## src/logic/csw_pkg.sv

```systemverilog
// shared constants and types of the channel status word block
package csw_pkg;

  // ----------------------------------------
  // register port
  // ----------------------------------------
  localparam int ADDR_W = 8;
  localparam int DATA_W = 32;
  localparam logic [7:0] OFF_IRQ_STAT = 8'h04;
  localparam logic [7:0] OFF_STATUS = 8'h08;
  localparam logic [7:0] OFF_IRQ_MASK = 8'h0C;
  localparam logic [7:0] OFF_CH0_CFG = 8'h10;
  localparam logic [7:0] OFF_CH1_CFG = 8'h14;

  // ----------------------------------------
  // status word layout
  // ----------------------------------------
  localparam int NCH = 2;
  localparam int NOUT = 4;
  localparam int STAT_W = 16;
  localparam int CH_STRIDE = 4;
  localparam int FLD_Z = 0;
  localparam int FLD_ZF = 1;
  localparam int FLD_SEQ = 2;
  localparam int FLD_OUT = 8;

  // ----------------------------------------
  // channel configuration layout
  // ----------------------------------------
  localparam int CFG_W = 24;
  localparam int CFG_MODE_LSB = 0;
  localparam int CFG_STORE = 3;
  localparam int CFG_TB_LSB = 8;
  localparam int CFG_GATE_LSB = 16;
  localparam logic [23:0] CFG_RST = 24'h000000;

  // ----------------------------------------
  // interrupt layout, two bits per channel
  // ----------------------------------------
  localparam int IRQ_W = 4;
  localparam int IRQ_ZF = 0;
  localparam int IRQ_SEQ = 1;
  localparam logic [3:0] IRQ_RST = 4'h0;

  // ----------------------------------------
  // timing
  // ----------------------------------------
  localparam int SYS_FREQ_HZ = 200_000_000;
  localparam int TB_FREQ_HZ = 5_000_000;
  localparam int TB_DIV = SYS_FREQ_HZ / TB_FREQ_HZ;
  localparam int MS_PER_S = 1000;
  localparam int MS_TICKS = TB_FREQ_HZ / MS_PER_S;
  localparam int CNT_W = 24;
  localparam logic [23:0] SAT_COUNT = 24'hFFFFFF;

  typedef enum logic [2:0] {
    MODE_COUNTER = 3'h0,
    MODE_ENC_X1 = 3'h1,
    MODE_ENC_X2 = 3'h2,
    MODE_ENC_X4 = 3'h3,
    MODE_PWM = 3'h4,
    MODE_PERIOD = 3'h5,
    MODE_CONT = 3'h6,
    MODE_RATE = 3'h7
  } csw_mode_t;

  typedef enum logic [2:0] {
    ST_WAIT = 3'h1,
    ST_ON = 3'h2,
    ST_GATE = 3'h4
  } csw_st_t;

endpackage : csw_pkg

```

## src/logic/csw_top.sv

```systemverilog
// channel status word: z level, zero-frequency flags, update sequence counts, output states
// Operation
// - each channel reports its present z input level, channel 0 in bit 0 and channel 1 in bit 4.
// - the z level bit shows the raw pin level and ignores the z inversion setting.
// - the zero-frequency flag, bits 1 and 5, is live only in period, continuous and rate modes.
// - in period and continuous modes 5 MHz ticks are counted while z is on, and saturation raises the flag.
// - in rate mode pulses are counted over time base times gate interval, and the flag is decided at its end.
// - a 2-bit sequence count per channel, bits 2-3 and 6-7, advances and wraps on every stored word update.
// - bits 8 to 11 show outputs 0 to 3, one when on.
// - counter and encoder modes without a store mode never update, so the sequence count holds.
`timescale 1ns/1ps

// ----------------------------------------
// one counting channel
// ----------------------------------------
module csw_chan #(
  parameter int MS_TICKS = csw_pkg::MS_TICKS
) (
  // clock and reset
  input wire logic sys_clk,
  input wire logic rstn,
  // timebase and z input
  input wire logic tb_tick,
  input wire logic z_lvl,
  input wire logic z_rise,
  input wire logic store_evt,
  // configuration
  input wire csw_pkg::csw_mode_t mode,
  input wire logic store_sel,
  input wire logic [7:0] tb_ms,
  input wire logic [7:0] gate,
  // state
  output logic zf,
  output logic [1:0] seq,
  output logic zf_set,
  output logic upd
);
  localparam int MSD_W = $clog2(MS_TICKS);
  localparam logic [23:0] SAT_M1 = csw_pkg::SAT_COUNT - 24'h000001;

  typedef struct packed {
    csw_pkg::csw_st_t st;
    logic [23:0] cnt;
    logic [MSD_W-1:0] msd;
    logic [15:0] ms;
    logic zf;
    logic [1:0] seq;
    logic zf_set;
    logic upd;
  } csw_chan_t;

  csw_chan_t s;
  csw_chan_t n;
  logic freq;
  logic ms_tick;
  logic [15:0] ivl;
  logic [15:0] ivl_last;

  if (MS_TICKS < 2) begin : g_chk
    $error("MS_TICKS must be at least 2");
  end

  assign freq = mode >= csw_pkg::MODE_PERIOD;
  assign ms_tick = tb_tick && (s.msd == MSD_W'(MS_TICKS - 1));
  assign ivl = 16'(tb_ms * gate);
  // a zero interval would never close, so it acts as one millisecond
  assign ivl_last = (ivl == 16'h0000) ? 16'h0000 : ivl - 16'h0001;

  always_comb begin
    n = s;
    n.zf_set = 1'b0;
    n.upd = 1'b0;
    if (!freq) begin
      n.st = csw_pkg::ST_WAIT;
      n.cnt = '0;
      n.msd = '0;
      n.ms = '0;
      n.zf = 1'b0;
      // pwm stores every period; counters only with a store mode
      n.upd = store_evt && (store_sel || mode == csw_pkg::MODE_PWM);
    end else if (mode == csw_pkg::MODE_RATE) begin
      if (s.st != csw_pkg::ST_GATE) begin
        n.st = csw_pkg::ST_GATE;
        n.cnt = '0;
        n.msd = '0;
        n.ms = '0;
      end else begin
        if (tb_tick) begin
          n.msd = ms_tick ? '0 : s.msd + 1'b1;
        end
        if (z_rise && s.cnt != csw_pkg::SAT_COUNT) begin
          n.cnt = s.cnt + 1'b1;
        end
        if (ms_tick) begin
          n.ms = s.ms + 1'b1;
          if (s.ms >= ivl_last) begin
            // interval closes: decide the flag from the pulses seen
            n.ms = '0;
            n.upd = 1'b1;
            n.cnt = '0;
            n.zf = (s.cnt == '0) && !z_rise;
            n.zf_set = n.zf && !s.zf;
          end
        end
      end
    end else begin
      case (s.st)
        csw_pkg::ST_ON: begin
          if (!z_lvl) begin
            n.st = csw_pkg::ST_WAIT;
            n.upd = 1'b1;
            if (s.cnt != csw_pkg::SAT_COUNT) begin
              n.zf = 1'b0;
            end
          end else if (tb_tick && s.cnt != csw_pkg::SAT_COUNT) begin
            n.cnt = s.cnt + 1'b1;
            if (s.cnt == SAT_M1) begin
              n.zf = 1'b1;
              n.zf_set = !s.zf;
            end
          end
        end
        csw_pkg::ST_WAIT: begin
          if (z_rise) begin
            n.st = csw_pkg::ST_ON;
            n.cnt = '0;
          end
        end
        default: begin
          n.st = csw_pkg::ST_WAIT;
          n.cnt = '0;
        end
      endcase
    end
    if (n.upd) begin
      n.seq = s.seq + 2'h1;
    end
  end

  always_ff @(posedge sys_clk or negedge rstn) begin
    if (!rstn) begin
      s <= '{st: csw_pkg::ST_WAIT, default: '0};
    end else begin
      s <= n;
    end
  end

  assign zf = s.zf;
  assign seq = s.seq;
  assign zf_set = s.zf_set;
  assign upd = s.upd;
endmodule : csw_chan

// ----------------------------------------
// top: sync, timebase, registers, interrupt
// ----------------------------------------
module csw_top #(
  parameter int MS_TICKS = csw_pkg::MS_TICKS
) (
  // clock and reset
  input wire logic sys_clk,
  input wire logic rstn,
  // register port
  input wire logic [7:0] reg_addr,
  input wire logic [31:0] reg_wdata,
  input wire logic reg_wr,
  input wire logic reg_rd,
  output logic [31:0] reg_rdata,
  // field and datapath
  input wire logic [1:0] z_pin,
  input wire logic [1:0] store_evt,
  input wire logic [3:0] out_state,
  // interrupt
  output logic irq
);
  localparam int TBD_W = $clog2(csw_pkg::TB_DIV);

  typedef struct packed {
    logic [1:0] z_s1;
    logic [1:0] z_s2;
    logic [1:0] z_d;
    logic [TBD_W-1:0] tb_div;
    logic tb_tick;
    logic [1:0][23:0] cfg;
    logic [3:0] irq_stat;
    logic [3:0] irq_mask;
    logic [31:0] rdata;
    logic irq;
  } csw_top_t;

  csw_top_t s;
  csw_top_t n;
  logic [1:0] ch_zf;
  logic [1:0][1:0] ch_seq;
  logic [1:0] ch_zf_set;
  logic [1:0] ch_upd;
  logic [15:0] stat_word;
  logic [3:0] evt;
  logic [3:0] clr;

  if (csw_pkg::TB_DIV < 2) begin : g_chk
    $error("timebase divider must be at least 2");
  end

  for (genvar g = 0; g < csw_pkg::NCH; g++) begin : g_ch
    csw_chan #(.MS_TICKS(MS_TICKS)) u_chan (
      .sys_clk(sys_clk),
      .rstn(rstn),
      .tb_tick(s.tb_tick),
      .z_lvl(s.z_s2[g]),
      .z_rise(s.z_s2[g] && !s.z_d[g]),
      .store_evt(store_evt[g]),
      .mode(csw_pkg::csw_mode_t'(s.cfg[g][csw_pkg::CFG_MODE_LSB +: 3])),
      .store_sel(s.cfg[g][csw_pkg::CFG_STORE]),
      .tb_ms(s.cfg[g][csw_pkg::CFG_TB_LSB +: 8]),
      .gate(s.cfg[g][csw_pkg::CFG_GATE_LSB +: 8]),
      .zf(ch_zf[g]),
      .seq(ch_seq[g]),
      .zf_set(ch_zf_set[g]),
      .upd(ch_upd[g])
    );
  end

  always_comb begin
    stat_word = '0;
    evt = '0;
    for (int c = 0; c < csw_pkg::NCH; c++) begin
      // raw synchronised level, inversion never applied here
      stat_word[c * csw_pkg::CH_STRIDE + csw_pkg::FLD_Z] = s.z_s2[c];
      stat_word[c * csw_pkg::CH_STRIDE + csw_pkg::FLD_ZF] = ch_zf[c];
      stat_word[c * csw_pkg::CH_STRIDE + csw_pkg::FLD_SEQ +: 2] = ch_seq[c];
      evt[c * 2 + csw_pkg::IRQ_ZF] = ch_zf_set[c];
      evt[c * 2 + csw_pkg::IRQ_SEQ] = ch_upd[c];
    end
    stat_word[csw_pkg::FLD_OUT +: csw_pkg::NOUT] = out_state;
  end

  always_comb begin
    n = s;
    clr = '0;
    n.z_s1 = z_pin;
    n.z_s2 = s.z_s1;
    n.z_d = s.z_s2;
    n.tb_tick = s.tb_div == TBD_W'(csw_pkg::TB_DIV - 1);
    n.tb_div = n.tb_tick ? '0 : s.tb_div + 1'b1;
    if (reg_wr) begin
      case (reg_addr)
        csw_pkg::OFF_CH0_CFG: n.cfg[0] = reg_wdata[23:0];
        csw_pkg::OFF_CH1_CFG: n.cfg[1] = reg_wdata[23:0];
        csw_pkg::OFF_IRQ_MASK: n.irq_mask = reg_wdata[3:0];
        csw_pkg::OFF_IRQ_STAT: clr = reg_wdata[3:0];
        default: ;
      endcase
    end
    // a new event in the clearing cycle survives the clear
    n.irq_stat = (s.irq_stat & ~clr) | evt;
    n.irq = |(n.irq_stat & n.irq_mask);
    n.rdata = '0;
    if (reg_rd) begin
      case (reg_addr)
        csw_pkg::OFF_STATUS: n.rdata = {16'h0000, stat_word};
        csw_pkg::OFF_IRQ_STAT: n.rdata = {28'h0000000, s.irq_stat};
        csw_pkg::OFF_IRQ_MASK: n.rdata = {28'h0000000, s.irq_mask};
        csw_pkg::OFF_CH0_CFG: n.rdata = {8'h00, s.cfg[0]};
        csw_pkg::OFF_CH1_CFG: n.rdata = {8'h00, s.cfg[1]};
        default: n.rdata = '0;
      endcase
    end
  end

  always_ff @(posedge sys_clk or negedge rstn) begin
    if (!rstn) begin
      s <= '{cfg: {csw_pkg::CFG_RST, csw_pkg::CFG_RST}, irq_stat: csw_pkg::IRQ_RST,
             irq_mask: csw_pkg::IRQ_RST, default: '0};
    end else begin
      s <= n;
    end
  end

  assign reg_rdata = s.rdata;
  assign irq = s.irq;
endmodule : csw_top

```

## config.mk

```make
export PLATFORM = sky130hd
export DESIGN_NAME = csw_top
export DESIGN_NICKNAME = d
export VERILOG_FILES = /design/src/logic/csw_pkg.sv /design/src/logic/csw_top.sv
export SDC_FILE = /design/constraint.sdc
export NUM_CORES = 1
export LEC_CHECK = 0
export ABC_CLOCK_PERIOD_IN_PS = 13800
export BUFFER_PORTS_ARGS = -buffer_cell sky130_fd_sc_hd__buf_2
export CAP_MARGIN = 40
export CORE_MARGIN = 1
export CORE_UTILIZATION = 65
export CTS_CLUSTER_DIAMETER = 100
export DETAILED_ROUTE_END_ITERATION = 10
export PLACE_DENSITY = 0.84
export SYNTH_ARGS = -nofsm -noshare
export SYNTH_HDL_FRONTEND = slang
export SYNTH_SLANG_ARGS = --single-unit
```

## constraint.sdc

```tcl
create_clock -name sys_clk -period 13.8 [get_ports sys_clk]
set_input_delay 0.69 -clock sys_clk [delete_from_list [all_inputs] [get_ports sys_clk]]
set_output_delay 0.69 -clock sys_clk [all_outputs]
set_load 0.005 [all_outputs]
```

==> results of run 1 <==
stage by stage:
stage / hold WS, ns / cells / area, sq um / worst slack [ns]
after detailed placement: 0.342 / 2122 / 16900 / 5.33
after floorplan: 0.331 / 1806 / 16400 / 6.42
after CTS: 0.126 / 2163 / 17600 / 5.29
final: 0.0950 / 2163 / 17600 / 5.22
after global placement: 0.334 / 2115 / 16700 / 5.33
after global routing: 0.154 / 2163 / 17600 / 4.47
where the power goes:
part | internal [mW] | total, mW | leakage (nW) | switching, mW
Clock | 0.365 | 0.626 | 0.385 | 0.261
Sequential | 0.648 | 0.674 | 2.96 | 0.0255
Combinational | 0.0663 | 0.161 | 4.94 | 0.0944
cell usage in the layout, fill, tap and decap left out, drive strengths merged, types with 33 or more instances in the layout:
cell type and n:
nor2 150, ha 117, and2 110, nand3 63, fa 72, inv 117
dfrtp 214, xor2 46, nor3 34, clkbuf 33, buf 81, xnor2 35
mux2 57, nand2 173, a31oi 36, a21oi 69, o21ai 108
area by class of cell:
class                   count  share of cell area
multi-input cells        1384               0.573
flip-flops and latches    216               0.307
clock buffers              33              0.0388
repair buffers             81              0.0286
inverters                 117              0.0249
well taps                 324              0.0230
clock inverters             8             0.00511
routing by layer:
layer | routed length (um) | part of all wire | track usage
met1 | 15800 | 0.42 | 0.395
met2 | 18700 | 0.50 | 0.514
met4 | 1080 | 0.029 | 0.0986
met5 | 0 | 0 | 0
met3 | 1850 | 0.049 | 0.0292
worst max path at each step:
stage	startpoint	endpoint	slack (ns)	cells after the start
3_5_place_dp	s[49]	g_ch[0].u_chan.s[51]	5.33	26
4_1_cts	s[49]	g_ch[0].u_chan.s[51]	5.29	26
3_3_place_gp	s[74]	g_ch[1].u_chan.s[55]	5.33	25
6_report	s[49]	g_ch[0].u_chan.s[51]	5.22	26
2_1_floorplan	s[88]	g_ch[1].u_chan.s[41]	6.42	28
5_1_grt	s[49]	g_ch[0].u_chan.s[51]	4.47	26
logic make-up after synthesis:
logic type | share of synthesized area
xor+xnor | 0.0433
simple gates | 0.222
mux | 0.0392
flops | 0.330
buf+inv | 0.0558
compound gates | 0.131
fa+ha+maj | 0.178
other cells | 0.000229
flip-flops by register name, indices dropped and copies added (netlist names):
name / count
s: 65
n: 4
reg_rdata: 24
irq: 1
g_ch.u_chan.seq: 4
g_ch.u_chan.upd: 2
g_ch.u_chan.zf_set: 2
g_ch.u_chan.s: 112
g_ch.u_chan.zf: 2
==> out/summary.txt, run 1 <==
port buffer count -> 68
post-synthesis sequential area ratio -> 0.330
Power, Total -> 1.46 mW
power per cell area -> 82.9 nW/um^2
worst skew pair latency -> 0.54 ns
CP delay by family, top -> adder cells
minimum clock period -> 8.58 ns
post-DP HPWL -> 27200 um
Synth Area per Inst -> 9.10 sq um
FILL cells -> 1820
worst min-delay path category -> input pin to asynchronous set/reset pin
H-tree Lvls -> 1
Synth Warn # -> 0
Routed WL -> 37400 um
Num CTS Buffers -> 24
Synth top area share -> 0.327
fin nets -> 2065
setup TNS -> 0 ns
critical path type -> flip-flop to flip-flop
DR vias/cell -> 6.18
Post-CTS Setup Inserts -> 0
Max transition margin -> 0.386
initial antenna violation count -> 0
CP required -> 14.25 ns
DRC -> 0
CP arrival -> 9.03 ns
Worst-Margin Slew -> 0.913 ns
synth unique cells -> 79
path depth of the worst reg2reg path -> 26
Achievable Freq -> 0.117 GHz
Setup-failing EPs final -> 0
Antenna Cells -> 0
vias in the first global route -> 13300
Synth top cells by count -> dfrtp_1 (214), nand2_1 (173), nor2_1 (149)
cell type with the largest total area after synthesis -> dfrtp_1
top-count cell post-synth -> dfrtp_1
wire per inst -> 17.3 um
Core Footprint -> 24500 sq um
Critical-path top delay cell -> nor3_1
Setup crit start kind -> flip-flop
Final Wtd Congestion -> 0.886
Crit path largest cell delay -> 0.68 ns
total grt overflow -> 0
share of cells above drive strength 1 -> 0.109
EDFF count, synth -> 0
crit path max fanout -> 14
GRT Total Usage -> 0.298
Final ANT Viol Nets -> 0
Worst Setup End Kind -> flip-flop
final core utilization -> 0.718
largest net degree at the start of global routing -> 74
Vias -> 13400
1st-iter DRT viols -> 1160
status -> complete, no violations
Mapped Cells -> 1799
worst reg2reg path startpoint -> s[49]
r2r endpoint -> g_ch[0].u_chan.s[51]
Initial Util -> 0.668
RSZ-0062 raised after global routing -> false
Layout Area Growth over Synthesis -> 7.63%
Synth area leaders -> dfrtp_1 (33%), ha_1 (8.9%), fa_1 (8.8%)
Leakage -> 8.28 nW
peak supply drop -> 0.000100 V
max-cap violation count -> 0
width of the die -> 161 um
CTS tree -> built
area of the multi-input gates -> 10100 sq um
Async S/R FF share, synth -> 1.00
CTS Hold Bufs -> 0
Max Root-Sink Buffers -> 3
first-pass GRT wire length -> 63800 um
CP bufs+invs -> 3
cell row count -> 57
die extent in y -> 161 um
post-cts sizing count -> 0
FF/Latch Area -> 5410 sq um
flops & latches, synth -> 216
Final Cycle Share -> 0.622
router iterations before antenna repair -> 7
Boundary Pins -> 85
Reg2Reg Setup Slack -> 5.22 ns
root buffer cell -> clkbuf_16
most used cell, CP -> fa_1
Cell Area, Synth -> 16400 sq um
ys flop type -> dfrtp_1
Final Skew -> 0.0172 ns
final hold vios -> 0
CTS clock-pin slew for the worst setup and hold paths -> 0.06 ns
die area -> 25800 sq um
Final Max Tran Viols -> 0
CTS Sinks -> 216
(Power assumes the default switching activity.)
==> run 2, diff against run 1 <==
ABC_CLOCK_PERIOD_IN_PS = 7300   (was 13800)
CORE_UTILIZATION = 57   (was 65)
PLACE_DENSITY = 0.78   (was 0.84)
clock period = 7.3 ns   (was 13.8 ns; I/O delays follow)
==> out/summary.txt, run 2 (same netlist as run 1, synthesis figures left out) <==
max-cap violation count -> 0 (unchanged)
worst skew pair latency -> 0.55 ns (about the same)
Final Cycle Share -> 0.972 (+0.350)
Vias -> 13900 (+3.7%)
worst min-delay path category -> input pin to flip-flop
vias in the first global route -> 13100 (-0.99%)
Final Wtd Congestion -> 0.896 (+1.1%)
Setup crit start kind -> flip-flop
Boundary Pins -> 85 (unchanged)
Final ANT Viol Nets -> 0 (unchanged)
CTS tree -> built
Crit path largest cell delay -> 0.61 ns (-0.07 ns)
Achievable Freq -> 0.141 GHz (+21%)
router iterations before antenna repair -> 7 (unchanged)
Hold Path Sink -> s[47]
final hold vios -> 0 (unchanged)
power per cell area -> 155 nW/um^2 (+87%)
total grt overflow -> 0 (unchanged)
Final Max Tran Viols -> 0 (unchanged)
status -> complete, no violations
DR vias/cell -> 5.95 (-3.7%)
Initial Util -> 0.585 (-0.0829)
first-pass GRT wire length -> 64400 um (+1.0%)
crit path max fanout -> 6 (-8)
Worst Setup End Kind -> flip-flop
share of cells above drive strength 1 -> 0.198 (+0.0883)
max FFs per register -> 112 (unchanged)
width of the die -> 172 um (+6.7%)
port buffer count -> 68 (unchanged)
critical path type -> flip-flop to flip-flop
1st-iter DRT viols -> 1110 (-4.3%)
cell row count -> 61 (+7.0%)
FILL cells -> 2078 (+14%)
worst reg2reg path startpoint -> s[77]
placed cells -> 2250 (+6.0%)
Max Root-Sink Buffers -> 3 (unchanged)
fin nets -> 2176 (+5.4%)
H-tree Lvls -> 1 (unchanged)
Num CTS Buffers -> 25 (+4.2%)
die area -> 29400 sq um (+14%)
Hold Path Stages -> 2
Layout Area Growth over Synthesis -> 16.0%
most used cell, CP -> buf_4
path depth of the worst reg2reg path -> 29 (+12%)
initial antenna violation count -> 0 (unchanged)
CP required -> 7.77 ns (-6.48 ns)
post-DP HPWL -> 28400 um (+4.6%)
CTS clock-pin slew for the worst setup and hold paths -> 0.06 ns (about the same)
DRC -> 0 (unchanged)
Top reg by flops -> g_ch.u_chan.s
Hold Startpoint -> reg_wdata[6]
Setup-failing EPs final -> 0 (unchanged)
non-filler cells, final -> 2331 (+7.8%)
Routed WL -> 40500 um (+8.2%)
Core Footprint -> 28000 sq um (+14%)
Reg2Reg Setup Slack -> 0.20 ns (-5.02 ns)
Worst-Margin Slew -> 0.933 ns (+0.0207 ns)
peak supply drop -> 0.000228 V (+130%)
r2r endpoint -> g_ch[1].u_chan.s[42]
CP arrival -> 7.57 ns (-1.46 ns)
Final Skew -> 0.0173 ns (+0.000148 ns)
WHS -> 0.0715 ns (-0.0235 ns)
final core utilization -> 0.678 (-0.0403)
minimum clock period -> 7.10 ns (-1.48 ns)
most common cell after layout, fill and taps aside -> dfrtp_1
CTS Sinks -> 216 (unchanged)
die extent in y -> 172 um (+6.7%)
GRT Total Usage -> 0.270 (-0.0284)
Critical-path top delay cell -> fa_1
wire per inst -> 17.4 um (+0.38%)
Leakage -> 8.93 nW (+7.8%)
most frequent cells in the layout -> dfrtp_1 (198), nand2_1 (166), nor2_1 (147)
Max transition margin -> 0.374 (-0.0124)
Antenna Cells -> 0 (unchanged)
largest net degree at the start of global routing -> 94 (+27%)
root buffer cell -> clkbuf_16
## run 2: worst max-delay path by stage
| stage | from | cells past startpoint | endpoint |
|---|---|---|---|
| 3_3_place_gp | s[50] | 26 | g_ch[0].u_chan.s[49] |
| 2_1_floorplan | s[88] | 28 | g_ch[1].u_chan.s[41] |
| 3_5_place_dp | s[85] | 27 | g_ch[1].u_chan.seq[0] |
| 5_1_grt | s[84] | 27 | g_ch[1].u_chan.seq[1] |
| 6_report | s[77] | 29 | g_ch[1].u_chan.s[42] |
| 4_1_cts | s[85] | 30 | g_ch[1].u_chan.s[42] |
## run 2: critical path: cells and delay by family, from the launching register on
family          cells  cell delay (ns)
fa+ha+maj           6             2.75
flops               1             0.46
buf+inv             7             0.98
compound gates      7             1.37
simple gates        9             1.47
## run 2: stage by stage
stage	setup WS, ns	setup TNS, ns	power [mW]	area, sq um
2_1_floorplan	0.00702	0	1.48	16400
3_3_place_gp	-0.0948	-0.806	1.62	17400
3_5_place_dp	-0.0691	-0.586	1.63	17400
4_1_cts	0.00607	0	2.92	18400
5_1_grt	-0.100	-1.61	3.06	19000
6_report	0.203	0	2.95	19000
## run 2: power by group
part	switching, mW	internal, mW	total [mW]	leakage [nW]
sequential	0.0383	1.23	1.26	2.93
clock	0.539	0.735	1.27	0.403
combinational	0.216	0.195	0.411	5.59
## run 2: final cells by class
class	count	area, sq um	share of cell area
sequential	216	5430	0.286
tap	378	473	0.0249
timing repair buffer	190	1330	0.0698
clock buffer	32	672	0.0354
inverter	117	439	0.0231
clock inverter	13	165	0.00870
multi-input combinational	1385	10500	0.552
## run 2: layer usage
| layer | track usage | wire length [um] |
|---|---|---|
| met1 | 0.353 | 17300 |
| met2 | 0.454 | 19700 |
| met3 | 0.0338 | 2010 |
| met4 | 0.103 | 1420 |
| met5 | 0 | 0 |
## run 2: timing repair
action / in CTS / in global routing
setup endpoints to repair: 61 / 88
pin swaps: 7 / 46
endpoints found under the hold margin: 93 / 0
gates cloned: 1 / 0
resized for setup: 20 / 87
hold buffers: 3 / 0
setup buffers: 4 / 27
